===== src/rtl/sie_defines.svh =====
// Offsets, field positions, opcodes and sizes of the interrupt/error controller
`ifndef SIE_DEFINES_SVH
`define SIE_DEFINES_SVH
`define OP_CLEAR_ERR      8'h24
`define OP_INT_ENABLE     8'h19
`define OP_INT_DISABLE    8'h1a
`define OP_VECTOR_DEFINE  8'h25
`define OP_HANDLER_RETURN 8'h26
`define INT_GLOBAL        8'hff
`define STATUS_OK         8'h64
`define NUM_ERR_FLAGS     5
`define NUM_INTS          8
`define VEC_AW            3
// Register byte offsets
`define REG_CMD_HI        12'h000
`define REG_CMD_LO        12'h004
`define REG_CMD_GO        12'h008
`define REG_REPLY         12'h00c
`define REG_ERR_FLAGS     12'h010
`define REG_INT_STATE     12'h014
`define REG_PC            12'h018
`define REG_ACCU          12'h01c
`define REG_XREG          12'h020
`define REG_IRQ_STATUS    12'h024
`define REG_IRQ_CLEAR     12'h028
`define REG_IRQ_ENABLE    12'h02c
`define REG_VEC_BASE      12'h040
// Command-go register fields
`define GO_DIRECT_BIT     0
`define GO_SUM_LSB        8
// Interrupt status bits
`define EV_CMD_DONE       0
`define EV_HANDLER_ENTER  1
`define EV_HANDLER_RETURN 2
`define EV_BAD_SUM        3
`define NUM_EVENTS        4
`endif


===== src/rtl/sie_pkg.sv =====
// Types shared by the interrupt/error controller
`default_nettype none
package sie_pkg;
   typedef enum logic [1:0] {
      st_idle   = 2'b00,
      st_exec   = 2'b01,
      st_reply  = 2'b10
   } exec_state_t;
   typedef struct packed {
      logic [7:0]  target;
      logic [7:0]  opcode;
      logic [7:0]  kind;
      logic [7:0]  bank;
      logic [31:0] value;
      logic [7:0]  sum;
   } frame_t;
endpackage
`default_nettype wire


===== src/rtl/sie_ctx_if.sv =====
// Context save/restore signals between the controller and its context store
`default_nettype none
interface sie_ctx_if;
   logic        save;
   logic        restore;
   logic [31:0] cur_accu;
   logic [31:0] cur_xreg;
   logic [7:0]  cur_flags;
   logic [31:0] cur_pc;
   logic [31:0] saved_accu;
   logic [31:0] saved_xreg;
   logic [7:0]  saved_flags;
   logic [31:0] saved_pc;
   modport ctrl  (output save, restore, cur_accu, cur_xreg, cur_flags, cur_pc,
                  input saved_accu, saved_xreg, saved_flags, saved_pc);
   modport store (input save, restore, cur_accu, cur_xreg, cur_flags, cur_pc,
                  output saved_accu, saved_xreg, saved_flags, saved_pc);
endinterface
`default_nettype wire


===== src/rtl/sie_ctx_store.sv =====
// Saved interpreter context while a handler runs
`default_nettype none
module sie_ctx_store (
   input  wire logic hclk,
   input  wire logic hresetn,
   sie_ctx_if.store  ctx
);
   // Single level: handlers do not nest, so one slot is enough
   always_ff @(posedge hclk or negedge hresetn) begin
      if (!hresetn) begin
         ctx.saved_accu  <= 32'h0;
         ctx.saved_xreg  <= 32'h0;
         ctx.saved_flags <= 8'h0;
         ctx.saved_pc    <= 32'h0;
      end else if (ctx.save) begin
         ctx.saved_accu  <= ctx.cur_accu;
         ctx.saved_xreg  <= ctx.cur_xreg;
         ctx.saved_flags <= ctx.cur_flags;
         ctx.saved_pc    <= ctx.cur_pc;
      end
   end
endmodule
`default_nettype wire


===== src/rtl/sie_vector_table.sv =====
// Handler entry address table, one word per interrupt number
`default_nettype none
module sie_vector_table #(
   parameter int N  = 8,
   parameter int AW = 3
) (
   input  wire logic          hclk,
   input  wire logic          hresetn,
   input  wire logic          wr,
   input  wire logic [AW-1:0] wr_idx,
   input  wire logic [31:0]   wr_addr,
   input  wire logic [AW-1:0] rd_idx,
   output logic [31:0]        rd_addr,
   input  wire logic [AW-1:0] sw_idx,
   output logic [31:0]        sw_addr
);
   logic [31:0] table_mem [N];
   // Later definitions simply overwrite earlier ones
   always_ff @(posedge hclk or negedge hresetn) begin
      if (!hresetn) begin
         for (int i = 0; i < N; i++) table_mem[i] <= 32'h0;
      end else if (wr) begin
         table_mem[wr_idx] <= wr_addr;
      end
   end
   assign rd_addr = table_mem[rd_idx];
   assign sw_addr = table_mem[sw_idx];
endmodule
`default_nettype wire


===== src/rtl/script_interrupt_error_ctrl.sv =====
// Interrupt and error-flag command executor with AHB-Lite register slave
// Behaviour
// - Opcode 36 clears error flags per type
// - Type 0 all, 1..5 single flag
// - Frame: addr, opcode, type, bank, value, sum
// - Opcode 25 enables interrupt in type
// - Enable 255 turns global processing on
// - Opcode 26 disables interrupt in type
// - Disable 255 turns global processing off
// - Opcode 37 in a stored program records value as handler entry
// - Vector redefinition overwrites older entry
// - Opcode 38 in a stored program restores context except error flags, resumes program
// - Direct mode replies status 100
`default_nettype none
`include "sie_defines.svh"
module script_interrupt_error_ctrl
   import sie_pkg::*;
#(
   parameter int NUM_INTS = `NUM_INTS
) (
   input  wire logic                       hclk,
   input  wire logic                       hresetn,
   input  wire logic                       hsel,
   input  wire logic [11:0]                haddr,
   input  wire logic [1:0]                 htrans,
   input  wire logic                       hwrite,
   input  wire logic [2:0]                 hsize,
   input  wire logic [31:0]                hwdata,
   input  wire logic                       hready,
   output logic                            hreadyout,
   output logic                            hresp,
   output logic [31:0]                     hrdata,
   input  wire logic [`NUM_ERR_FLAGS-1:0]  err_events,
   input  wire logic [NUM_INTS-1:0]        int_requests,
   output logic [`NUM_ERR_FLAGS-1:0]       err_flags,
   output logic                            in_handler,
   output logic [31:0]                     prog_counter,
   output logic                            irq
);
   localparam int AW = `VEC_AW;

   // Bus address phase capture
   logic        wr_pend;
   logic [11:0] addr_q;
   wire         addr_ok = hsel && hready && htrans[1];

   always_ff @(posedge hclk or negedge hresetn) begin
      if (!hresetn) begin
         wr_pend <= 1'b0;
         addr_q  <= 12'h0;
      end else begin
         wr_pend <= addr_ok && hwrite;
         if (addr_ok) addr_q <= haddr;
      end
   end

   // Zero wait states, always OKAY
   assign hreadyout = 1'b1;
   assign hresp     = 1'b0;

   function automatic logic hit(input logic [11:0] a, input logic [11:0] off);
      hit = (a == off);
   endfunction

   wire wr_cmd_hi   = wr_pend && hit(addr_q, `REG_CMD_HI);
   wire wr_cmd_lo   = wr_pend && hit(addr_q, `REG_CMD_LO);
   wire wr_cmd_go   = wr_pend && hit(addr_q, `REG_CMD_GO);
   wire wr_irq_clr  = wr_pend && hit(addr_q, `REG_IRQ_CLEAR);
   wire wr_irq_en   = wr_pend && hit(addr_q, `REG_IRQ_ENABLE);
   wire wr_pc       = wr_pend && hit(addr_q, `REG_PC);
   wire wr_accu     = wr_pend && hit(addr_q, `REG_ACCU);
   wire wr_xreg     = wr_pend && hit(addr_q, `REG_XREG);

   // Command frame staging: hi = addr/opcode/type/bank, lo = value
   logic [31:0] cmd_hi;
   logic [31:0] cmd_lo;
   logic [7:0]  cmd_sum;
   logic        cmd_direct;
   always_ff @(posedge hclk or negedge hresetn) begin
      if (!hresetn) begin
         cmd_hi     <= 32'h0;
         cmd_lo     <= 32'h0;
         cmd_sum    <= 8'h0;
         cmd_direct <= 1'b0;
      end else begin
         if (wr_cmd_hi) cmd_hi <= hwdata;
         if (wr_cmd_lo) cmd_lo <= hwdata;
         if (wr_cmd_go) begin
            cmd_sum    <= hwdata[`GO_SUM_LSB +: 8];
            cmd_direct <= hwdata[`GO_DIRECT_BIT];
         end
      end
   end

   // Frame fields in wire order, value most significant byte first
   frame_t frame;
   assign frame = {cmd_hi, cmd_lo, cmd_sum};

   // Checksum is the byte sum of the eight leading bytes
   wire [7:0] calc_sum = 8'(frame.target + frame.opcode + frame.kind + frame.bank +
                            frame.value[31:24] + frame.value[23:16] +
                            frame.value[15:8] + frame.value[7:0]);
   wire       sum_ok = (calc_sum == frame.sum);

   // Executor
   exec_state_t state;
   exec_state_t next_state;
   logic        go_q;
   logic        exec_now;
   always_comb begin
      next_state = state;
      unique case (state)
         st_idle:  if (go_q) next_state = st_exec;
         st_exec:  next_state = cmd_direct ? st_reply : st_idle;
         st_reply: next_state = st_idle;
      endcase
   end
   assign exec_now = (state == st_exec) && sum_ok;
   wire   bad_sum  = (state == st_exec) && !sum_ok;

   wire is_clear  = exec_now && frame.opcode == `OP_CLEAR_ERR;
   wire is_en     = exec_now && frame.opcode == `OP_INT_ENABLE;
   wire is_dis    = exec_now && frame.opcode == `OP_INT_DISABLE;
   // Vector and return are only honoured from stored programs
   wire is_vector_define_cmd   = exec_now && !cmd_direct && frame.opcode == `OP_VECTOR_DEFINE;
   wire is_ret    = exec_now && !cmd_direct && frame.opcode == `OP_HANDLER_RETURN;
   wire is_global = (frame.kind == `INT_GLOBAL);
   wire [AW-1:0] int_idx = frame.kind[AW-1:0];
   wire          idx_ok  = (frame.kind < 8'(NUM_INTS));

   always_ff @(posedge hclk or negedge hresetn) begin
      if (!hresetn) begin
         state <= st_idle;
         go_q  <= 1'b0;
      end else begin
         state <= next_state;
         go_q  <= wr_cmd_go && (state == st_idle);
      end
   end

   // Direct-mode reply: status 100, value carries nothing
   logic [15:0] reply;
   always_ff @(posedge hclk or negedge hresetn) begin
      if (!hresetn) reply <= 16'h0;
      else if (state == st_exec && cmd_direct) reply <= {frame.opcode, `STATUS_OK};
   end

   // Error flags: set by events, cleared by command; set wins
   logic [`NUM_ERR_FLAGS-1:0] clr_mask;
   always_comb begin
      clr_mask = '0;
      if (is_clear) begin
         if (frame.kind == 8'h00) clr_mask = '1;
         else if (frame.kind <= 8'(`NUM_ERR_FLAGS))
            clr_mask[3'(frame.kind - 8'h01)] = 1'b1;
      end
   end
   always_ff @(posedge hclk or negedge hresetn) begin
      if (!hresetn) err_flags <= '0;
      else err_flags <= (err_flags & ~clr_mask) | err_events;
   end

   // Interrupt enables and global switch
   logic [NUM_INTS-1:0] int_en;
   logic                global_en;
   always_ff @(posedge hclk or negedge hresetn) begin
      if (!hresetn) begin
         int_en    <= '0;
         global_en <= 1'b0;
      end else begin
         if (is_en && is_global) global_en <= 1'b1;
         if (is_dis && is_global) global_en <= 1'b0;
         if (is_en && !is_global && idx_ok) int_en[int_idx] <= 1'b1;
         if (is_dis && !is_global && idx_ok) int_en[int_idx] <= 1'b0;
      end
   end

   // Pending interrupt requests, sticky until taken
   logic [NUM_INTS-1:0] int_pend;
   logic [NUM_INTS-1:0] take_mask;
   logic [AW-1:0]       take_idx;
   logic                take_any;
   always_comb begin
      take_idx = '0;
      take_any = 1'b0;
      for (int i = NUM_INTS - 1; i >= 0; i--) begin
         if (int_pend[i] && int_en[i]) begin
            take_idx = AW'(i);
            take_any = 1'b1;
         end
      end
   end
   // Only between commands, so a handler never splits one
   wire take = take_any && global_en && !in_handler && (state == st_idle) && !go_q;
   always_comb begin
      take_mask = '0;
      if (take) take_mask[take_idx] = 1'b1;
   end
   always_ff @(posedge hclk or negedge hresetn) begin
      if (!hresetn) int_pend <= '0;
      else int_pend <= (int_pend & ~take_mask) | int_requests;
   end

   // Vector table and context store
   logic [31:0] vec_addr;
   logic [31:0] vec_sw;
   sie_vector_table #(.N(NUM_INTS), .AW(AW)) u_vec (
      .hclk    (hclk),
      .hresetn (hresetn),
      .wr      (is_vector_define_cmd && idx_ok),
      .wr_idx  (int_idx),
      .wr_addr (frame.value),
      .rd_idx  (take_idx),
      .rd_addr (vec_addr),
      .sw_idx  (haddr[AW+1:2]),
      .sw_addr (vec_sw)
   );

   sie_ctx_if ctx ();
   logic [31:0] accu;
   logic [31:0] xreg;
   logic [7:0]  flags_word;
   assign flags_word = {3'h0, err_flags};
   assign ctx.save      = take;
   assign ctx.restore   = is_ret && in_handler;
   assign ctx.cur_accu  = accu;
   assign ctx.cur_xreg  = xreg;
   assign ctx.cur_flags = flags_word;
   assign ctx.cur_pc    = prog_counter;
   sie_ctx_store u_ctx (
      .hclk    (hclk),
      .hresetn (hresetn),
      .ctx     (ctx)
   );

   // Interpreter context; software runs the program and writes these
   always_ff @(posedge hclk or negedge hresetn) begin
      if (!hresetn) begin
         accu         <= 32'h0;
         xreg         <= 32'h0;
         prog_counter <= 32'h0;
         in_handler   <= 1'b0;
      end else if (take) begin
         prog_counter <= vec_addr;
         in_handler   <= 1'b1;
      end else if (ctx.restore) begin
         accu         <= ctx.saved_accu;
         xreg         <= ctx.saved_xreg;
         prog_counter <= ctx.saved_pc;
         in_handler   <= 1'b0;
      end else begin
         if (wr_accu) accu <= hwdata;
         if (wr_xreg) xreg <= hwdata;
         if (wr_pc) prog_counter <= hwdata;
      end
   end
   // Saved flags are never written back into the error flags on return;
   // live events must never be lost to a stale copy.

   // Event status, write-one-to-clear, set wins
   logic [`NUM_EVENTS-1:0] ev_status;
   logic [`NUM_EVENTS-1:0] ev_enable;
   logic [`NUM_EVENTS-1:0] ev_set;
   assign ev_set = {bad_sum, ctx.restore, take, exec_now};
   always_ff @(posedge hclk or negedge hresetn) begin
      if (!hresetn) begin
         ev_status <= '0;
         ev_enable <= '0;
      end else begin
         ev_status <= (ev_status & ~(wr_irq_clr ? hwdata[`NUM_EVENTS-1:0] : '0)) | ev_set;
         if (wr_irq_en) ev_enable <= hwdata[`NUM_EVENTS-1:0];
      end
   end
   assign irq = |(ev_status & ev_enable);

   // Read mux on the live address, so hrdata is ready for the data phase;
   // a read pipelined behind a write to the same word sees the old value
   wire vec_hit = (haddr >= `REG_VEC_BASE) &&
                  (haddr < 12'(`REG_VEC_BASE + 4 * NUM_INTS));
   logic [31:0] rd_word;
   always_comb begin
      rd_word = 32'h0;
      if (vec_hit) rd_word = vec_sw;
      else begin
         unique case (haddr)
            `REG_CMD_HI:     rd_word = cmd_hi;
            `REG_CMD_LO:     rd_word = cmd_lo;
            `REG_CMD_GO:     rd_word = {16'h0, cmd_sum, 6'h0, state != st_idle, cmd_direct};
            `REG_REPLY:      rd_word = {16'h0, reply};
            `REG_ERR_FLAGS:  rd_word = {27'h0, err_flags};
            `REG_INT_STATE:  rd_word = {14'h0, in_handler, global_en,
                                        8'(int_pend), 8'(int_en)};
            `REG_PC:         rd_word = prog_counter;
            `REG_ACCU:       rd_word = accu;
            `REG_XREG:       rd_word = xreg;
            `REG_IRQ_STATUS: rd_word = {28'h0, ev_status};
            `REG_IRQ_ENABLE: rd_word = {28'h0, ev_enable};
            default:         rd_word = 32'h0;
         endcase
      end
   end
   always_ff @(posedge hclk or negedge hresetn) begin
      if (!hresetn) hrdata <= 32'h0;
      else if (addr_ok && !hwrite) hrdata <= rd_word;
   end
endmodule
`default_nettype wire


===== config.mk =====
export PLATFORM = sky130hd
export DESIGN_NAME = script_interrupt_error_ctrl
export DESIGN_NICKNAME = d
export VERILOG_FILES = /design/src/rtl/sie_pkg.sv /design/src/rtl/sie_ctx_if.sv /design/src/rtl/sie_ctx_store.sv /design/src/rtl/sie_vector_table.sv /design/src/rtl/script_interrupt_error_ctrl.sv
export VERILOG_INCLUDE_DIRS = /design/src /design/src/rtl
export SDC_FILE = /design/constraint.sdc
export NUM_CORES = 1
export LEC_CHECK = 0
export BUFFER_PORTS_ARGS = -buffer_cell sky130_fd_sc_hd__buf_2
export CELL_PAD_IN_SITES_DETAIL_PLACEMENT = 1
export CELL_PAD_IN_SITES_GLOBAL_PLACEMENT = 2
export CORE_ASPECT_RATIO = 0.7
export CORE_MARGIN = 5
export CORE_UTILIZATION = 25
export DETAILED_ROUTE_END_ITERATION = 8
export PLACE_DENSITY = 0.51
export SLEW_MARGIN = 5
export SYNTH_ARGS = -nofsm -noshare
export SYNTH_HDL_FRONTEND = slang
export SYNTH_HIERARCHICAL = 1
export SYNTH_SLANG_ARGS = --single-unit

===== constraint.sdc =====
create_clock -name hclk -period 5.9 [get_ports hclk]
set_input_delay 0.295 -clock hclk [delete_from_list [all_inputs] [get_ports hclk]]
set_output_delay 0.295 -clock hclk [all_outputs]
set_load 0.02 [all_outputs]

; ---- Word-level counts from Yosys, hierarchy flattened
; Cells that the tools add are included.
[classes]
n_addsub = 8
n_lt_le_gt_ge = 14
n_eq_ne = 27
muxes = 54
bitwise_logic = 17
reduce_logical = 66
[op_table]
columns = op, n
row1 = 32-bit two-way mux, 13
row2 = 32-bit case mux with 11 select lines, 1
row3 = 256-bit bitwise mux, 1
row4 = 32-bit binary-select mux with 3-bit select, 2
row5 = 32-bit demux with 3-bit select, 1
row6 = "12-bit by 5-bit equality test with 1-bit output, second input constant", 6
row7 = "12-bit by 6-bit equality test with 1-bit output, second input constant", 6
row8 = 8-bit adder, 7
row9 = 1-bit logical AND, 47
row10 = "12-bit by 4-bit equality test with 1-bit output, second input constant", 3
row11 = "12-bit by 3-bit equality test with 1-bit output, second input constant", 2
row12 = "8-bit by 6-bit equality test with 1-bit output, second input constant", 3
row13 = 12-bit logical NOT, 2
row14 = 3-bit two-way mux, 8
row15 = 8-bit two-way mux, 3
row16 = 8-bit AND, 2
row17 = "8-bit by 5-bit equality test with 1-bit output, second input constant", 2
row18 = 8-bit inverter, 2
row19 = 8-bit OR, 2
row20 = 1-bit two-way mux, 15
row21 = 5-bit two-way mux, 3
row22 = "12-bit by 7-bit greater-or-equal comparator with 1-bit output, second input constant", 1
row23 = "4-bit greater-or-equal comparator, second input constant", 3
row24 = "12-bit by 7-bit less-than comparator with 1-bit output, second input constant", 1
row25 = 30 further kinds, 50
[totals]
regBits = 611
wordCells = 217

; ---- Depth between registers and ports, before layout
[depth]
ltp_word = 17
depth_mapped = 22
depth_no_buf = 19

; ---- By module
; The synthesis kept the hierarchy.
[modules_own_cells]
columns = module, n_inst, cells_each, area_per_inst_um2, seq_area_each_um2
row1 = script_interrupt_error_ctrl, 1, 1241, 14561.5, 6431.2
row2 = sie_vector_table, 1, 779, 13710.6, 6406.1
row3 = sie_ctx_store, 1, 220, 4112.7, 2602.5

; ---- Worst setup path before layout
; OpenSTA, ideal clock, no wires.
[synth_timing]
kind = reg-to-reg
startpoint = reg cmd_lo[2]
endpoint = reg u_vec/table_mem[107] (netlist name)
setup_time_ns = 0.125
arrival_ns = 5.403
required_ns = 5.775
setup_slack_ns = 0.372
stages_incl_launch_ff = 21
path_buffers = 3
cell_sequence = dfrtp_1 -> fa_1 -> inv_1 -> fa_1 -> fa_1 -> fa_1 -> inv_1 -> ha_1 -> inv_1 -> fa_1 -> xor2_1 -> nand4_1 -> nor4_1 -> and2_1 -> nand2_1 -> nor3_1 -> buf_2 -> nor4bb_1 -> clkbuf_2 -> buf_4 -> mux2_2
[synth_between]
elab_chain_cells = 6
[synth_lines]
columns = element, line
row1 = from (decl), script_interrupt_error_ctrl.sv:76  ; logic [31:0] cmd_lo;
row2 = from (signal assigned), script_interrupt_error_ctrl.sv:87  ; if (wr_cmd_lo) cmd_lo <= hwdata;
row3 = 8-bit adder, script_interrupt_error_ctrl.sv:102  ; frame.value[15:8] + frame.value[7:0]);
row4 = 8-bit equality test, script_interrupt_error_ctrl.sv:103  ; wire sum_ok = (calc_sum == frame.sum);
row5 = 1-bit logical AND, script_interrupt_error_ctrl.sv:118  ; assign exec_now = (state == st_exec) && sum_ok;
row6 = 1-bit logical AND, script_interrupt_error_ctrl.sv:125  ; wire is_vector_define_cmd = exec_now && !cmd_direct && frame.opcode == `OP_VECTOR_DEFINE;
row7 = 1-bit logical AND (no source line), --
row8 = 1-bit logical AND, script_interrupt_error_ctrl.sv:210  ; .wr (is_vector_define_cmd && idx_ok),
row9 = "to (signal, indexed assignment)", sie_vector_table.sv:23  ; table_mem[wr_idx] <= wr_addr;
row10 = to (decl), sie_vector_table.sv:17  ; logic [31:0] table_mem [N];
; No other way between the ends.
; A chain may end at the register's enable or synchronous reset.

; ---- Worst setup path in the final report
[layout_timing]
startpoint = reg cmd_hi[26]
endpoint = reg u_vec/table_mem[227] (netlist name)
[layout_between]
elab_chain_cells = 12
[layout_lines]
columns = element, line
row1 = from (decl), script_interrupt_error_ctrl.sv:75  ; logic [31:0] cmd_hi;
row2 = from (signal assigned), script_interrupt_error_ctrl.sv:86  ; if (wr_cmd_hi) cmd_hi <= hwdata;
row3 = 8-bit adder (4 in a row), script_interrupt_error_ctrl.sv:100  ; wire [7:0] calc_sum = 8'(frame.target + frame.opcode + frame.kind + frame.bank +
row4 = 8-bit adder (2 in a row), script_interrupt_error_ctrl.sv:101  ; frame.value[31:24] + frame.value[23:16] +
row5 = 8-bit adder, script_interrupt_error_ctrl.sv:102
row6 = 8-bit equality test, script_interrupt_error_ctrl.sv:103
row7 = 1-bit logical AND, script_interrupt_error_ctrl.sv:118
row8 = 1-bit logical AND, script_interrupt_error_ctrl.sv:125
row9 = 1-bit logical AND (no source line), --
row10 = 1-bit logical AND, script_interrupt_error_ctrl.sv:210
; No other way between the ends.

==> results.json <==
{
  "drive_above_1_share_pct": 42.3,
  "fillCellCount": 13500,
  "period_share_pct": 95.9,
  "cts_tree": "built",
  "chipWidth_um": 438,
  "drtPass1Iterations": 7,
  "tritoncts_num_sinks": 609,
  "hold_ws_ps": 46.0,
  "io_buffers": 133,
  "average_cell_area_after_synthesis_sq_um": 14.4,
  "reg2reg_slack_ps": 240,
  "total_leakage_power_nw": 17.8,
  "syn-num-nets": 2343,
  "rsz0062_at_grt": "false",
  "r2r_end": "u_vec/table_mem[227]",
  "ios": 140,
  "finalNonFillerCells": 4180,
  "place_worst_setup_slack_ps": 10.2,
  "yosysWarningCount": 6,
  "utilization_pct": 29.9,
  "drt-total-wl_mm": 124,
  "fp.dieArea_sq_mm": 0.136,
  "finalNetCount": 2564,
  "hold_depth": 2,
  "wire_length_of_the_first_global_routing_pass_mm": 177,
  "ctsRootBufferMaster": "sky130_fd_sc_hd__clkbuf_16",
  "area_growth_pct": 19.2,
  "cp-start-kind": "flop",
  "numCtsBuffers": 75,
  "ctsLongestPathBuffers": 3,
  "grt_use_total_pct": 18.0,
  "antenna_found_initial": 5,
  "min_period_ps": 5660,
  "setup_viol": 0,
  "worst-endpoint-arrival_ps": 6190,
  "register_area_sq_mm": 0.0152,
  "rows": 110,
  "worst_clock_skew_ps": 22.0,
  "final-hold-violation-count": 0,
  "synth_area_sq_mm": 0.0321,
  "timing.rr.start": "cmd_hi[26]",
  "power_mw": 10.1,
  "timing.hold.worst_endpoint": "cmd_lo[24]",
  "via_cell_ratio": 5.05,
  "slew_headroom_pct": 19.6,
  "placedInstanceArea_sq_mm": 0.0353,
  "final_replace_weighted_congestion": 0.819,
  "worstHoldStart": "hwdata[24]",
  "run_status": "finished clean",
  "hp-class": "input port to flop",
  "via_count": 21100,
  "cts.htree.levels": 3,
  "post-route-cell-area_sq_mm": 0.0383,
  "dp_hpwl_mm": 82.5,
  "rr_worst_depth": 22,
  "wl_per_cell_um": 29.6,
  "report.final.slew_viol_count": 0,
  "drt_drc_violations_left": 0,
  "grt-ovfl-total": 0,
  "maxCapViolations": 0,
  "power.density_cell_area_mw_per_mm2": 264,
  "endpoint_kind": "flop",
  "max_freq_mhz": 177,
  "dp.cells": 4000,
  "core_region_area_sq_mm": 0.128,
  "worst_setup_margin_ps": 245,
  "critical_path_required_ps": 6430,
  "worstPathMaxFanout": 9,
  "syn-instance-count": 2223,
  "multi_input_area_sq_mm": 0.0159,
  "critPathKind": "flop to flop",
  "initial_core_utilization_pct": 25.1,
  "clock_latency_ps": 660,
  "cp-startpoint": "cmd_hi[26]",
  "drtIter0Drc": 1238,
  "vdd_ir_drop_max_mv": 0.209,
  "finalSetupTns_ps": 0,
  "grt_max_degree": 175,
  "number_of_global_route_vias_before_repair": 23200,
  "die_y_um": 310,
  "clk_transition_reported_paths_ps": 60,
  "tightest_slew_ps": 1200,
  "postRouteAntennaNets": 0
}
layout make-up:
type,instances,share of cell area [%]
inverters,64,0.647
repair buffers,292,6.15
multi-input cells,1402,41.5
clock inverters,18,0.451
diodes,2,0.0131
flip-flops and latches,609,39.8
well taps,1680,5.49
clock buffers,113,5.94
metal layers:
| layer | vias up | global-route usage, % | share of wire [%] |
|---|---|---|---|
| li1 | 8872 | - | - |
| met1 | 11700 | 25.9 | 49 |
| met2 | 406 | 29.2 | 46 |
| met3 | 126 | 2.63 | 3.4 |
| met4 | 0 | 3.52 | 1.7 |
| met5 | - | 0 | 0 |
where the power goes:
group	total [mW]	switching (mW)	leakage (nW)	internal, mW
clock network	4.65	1.87	1.22	2.78
registers	4.38	0.102	8.06	4.28
logic	1.08	0.668	8.56	0.408
how the worst max path moves through the flow:
stage / end / slack, ps
detailed placement: u_vec/table_mem[175] / 10
finish: u_vec/table_mem[227] / 240
global placement: u_vec/table_mem[166] / -60
floorplan: u_vec/table_mem[107] / 370
global route: u_vec/table_mem[240] / 2
CTS: u_vec/table_mem[101] / 10
repair_timing:
item	in CTS	in global routing
hold buffers	43	0
gates resized for setup	0	10
cloned	0	2
pin swaps	1	4
setup endpoints to repair	26	256
buffers inserted	2	0
endpoints found under the hold margin	162	0
registers in the layout, summed over array words and instances (netlist names), 9 cells and up:
name	flops
prog_counter	32
accu	32
cmd_hi	32
u_ctx/ctx.saved_accu	32
u_ctx/ctx.saved_pc	32
u_ctx/ctx.saved_xreg	32
cmd_lo	32
reply	9
u_vec/table_mem	256
addr_q	12
ctx.cur_xreg	32
hrdata	32
cell usage in the layout, fill, tap and decap left out, types with 9 or more instances in the layout:
master                          instances
sky130_fd_sc_hd__ha_1                  14
sky130_fd_sc_hd__a221oi_1              33
sky130_fd_sc_hd__o21ai_0               41
sky130_fd_sc_hd__nand4_1                9
sky130_fd_sc_hd__fa_1                  37
sky130_fd_sc_hd__nand3_1               12
sky130_fd_sc_hd__dlygate4sd3_1         43
sky130_fd_sc_hd__a22oi_1               16
sky130_fd_sc_hd__mux4_1                80
sky130_fd_sc_hd__mux2i_1               52
sky130_fd_sc_hd__a21o_1                12
sky130_fd_sc_hd__clkbuf_1              17
sky130_fd_sc_hd__clkbuf_8              17
sky130_fd_sc_hd__mux2_1                 9
sky130_fd_sc_hd__buf_4                 89
sky130_fd_sc_hd__xnor2_1               15
sky130_fd_sc_hd__dfrtp_1              609
sky130_fd_sc_hd__clkbuf_16             81
sky130_fd_sc_hd__a31oi_1               41
sky130_fd_sc_hd__nand2_1               76
sky130_fd_sc_hd__a222oi_1              19
sky130_fd_sc_hd__a21oi_1               70
sky130_fd_sc_hd__nor2_1                64
sky130_fd_sc_hd__buf_2                129
sky130_fd_sc_hd__mux4_2                49
sky130_fd_sc_hd__buf_12                26
sky130_fd_sc_hd__mux2_2               423
sky130_fd_sc_hd__clkinv_2              13
sky130_fd_sc_hd__o22ai_1               35
sky130_fd_sc_hd__mux2_4               187
sky130_fd_sc_hd__inv_1                 62
worst max-delay path: stages, from the launching register on:
cell and delay (ps):
sky130_fd_sc_hd__dfrtp_1 400, sky130_fd_sc_hd__fa_1 540, sky130_fd_sc_hd__inv_1 60, sky130_fd_sc_hd__fa_1 560
sky130_fd_sc_hd__fa_1 430, sky130_fd_sc_hd__fa_1 440, sky130_fd_sc_hd__inv_1 70, sky130_fd_sc_hd__ha_1 160
sky130_fd_sc_hd__inv_1 60, sky130_fd_sc_hd__fa_1 540, sky130_fd_sc_hd__xor2_1 130, sky130_fd_sc_hd__nand4_1 120
sky130_fd_sc_hd__nor4_2 150, sky130_fd_sc_hd__buf_4 150, sky130_fd_sc_hd__and2_1 170, sky130_fd_sc_hd__nand2_2 90
sky130_fd_sc_hd__nor3_4 190, sky130_fd_sc_hd__buf_4 170, sky130_fd_sc_hd__buf_4 110, sky130_fd_sc_hd__nor4b_4 260
sky130_fd_sc_hd__buf_6 190, sky130_fd_sc_hd__clkbuf_16 190, sky130_fd_sc_hd__mux2_2 350
No activity file was read; power rests on OpenSTA's default activity.
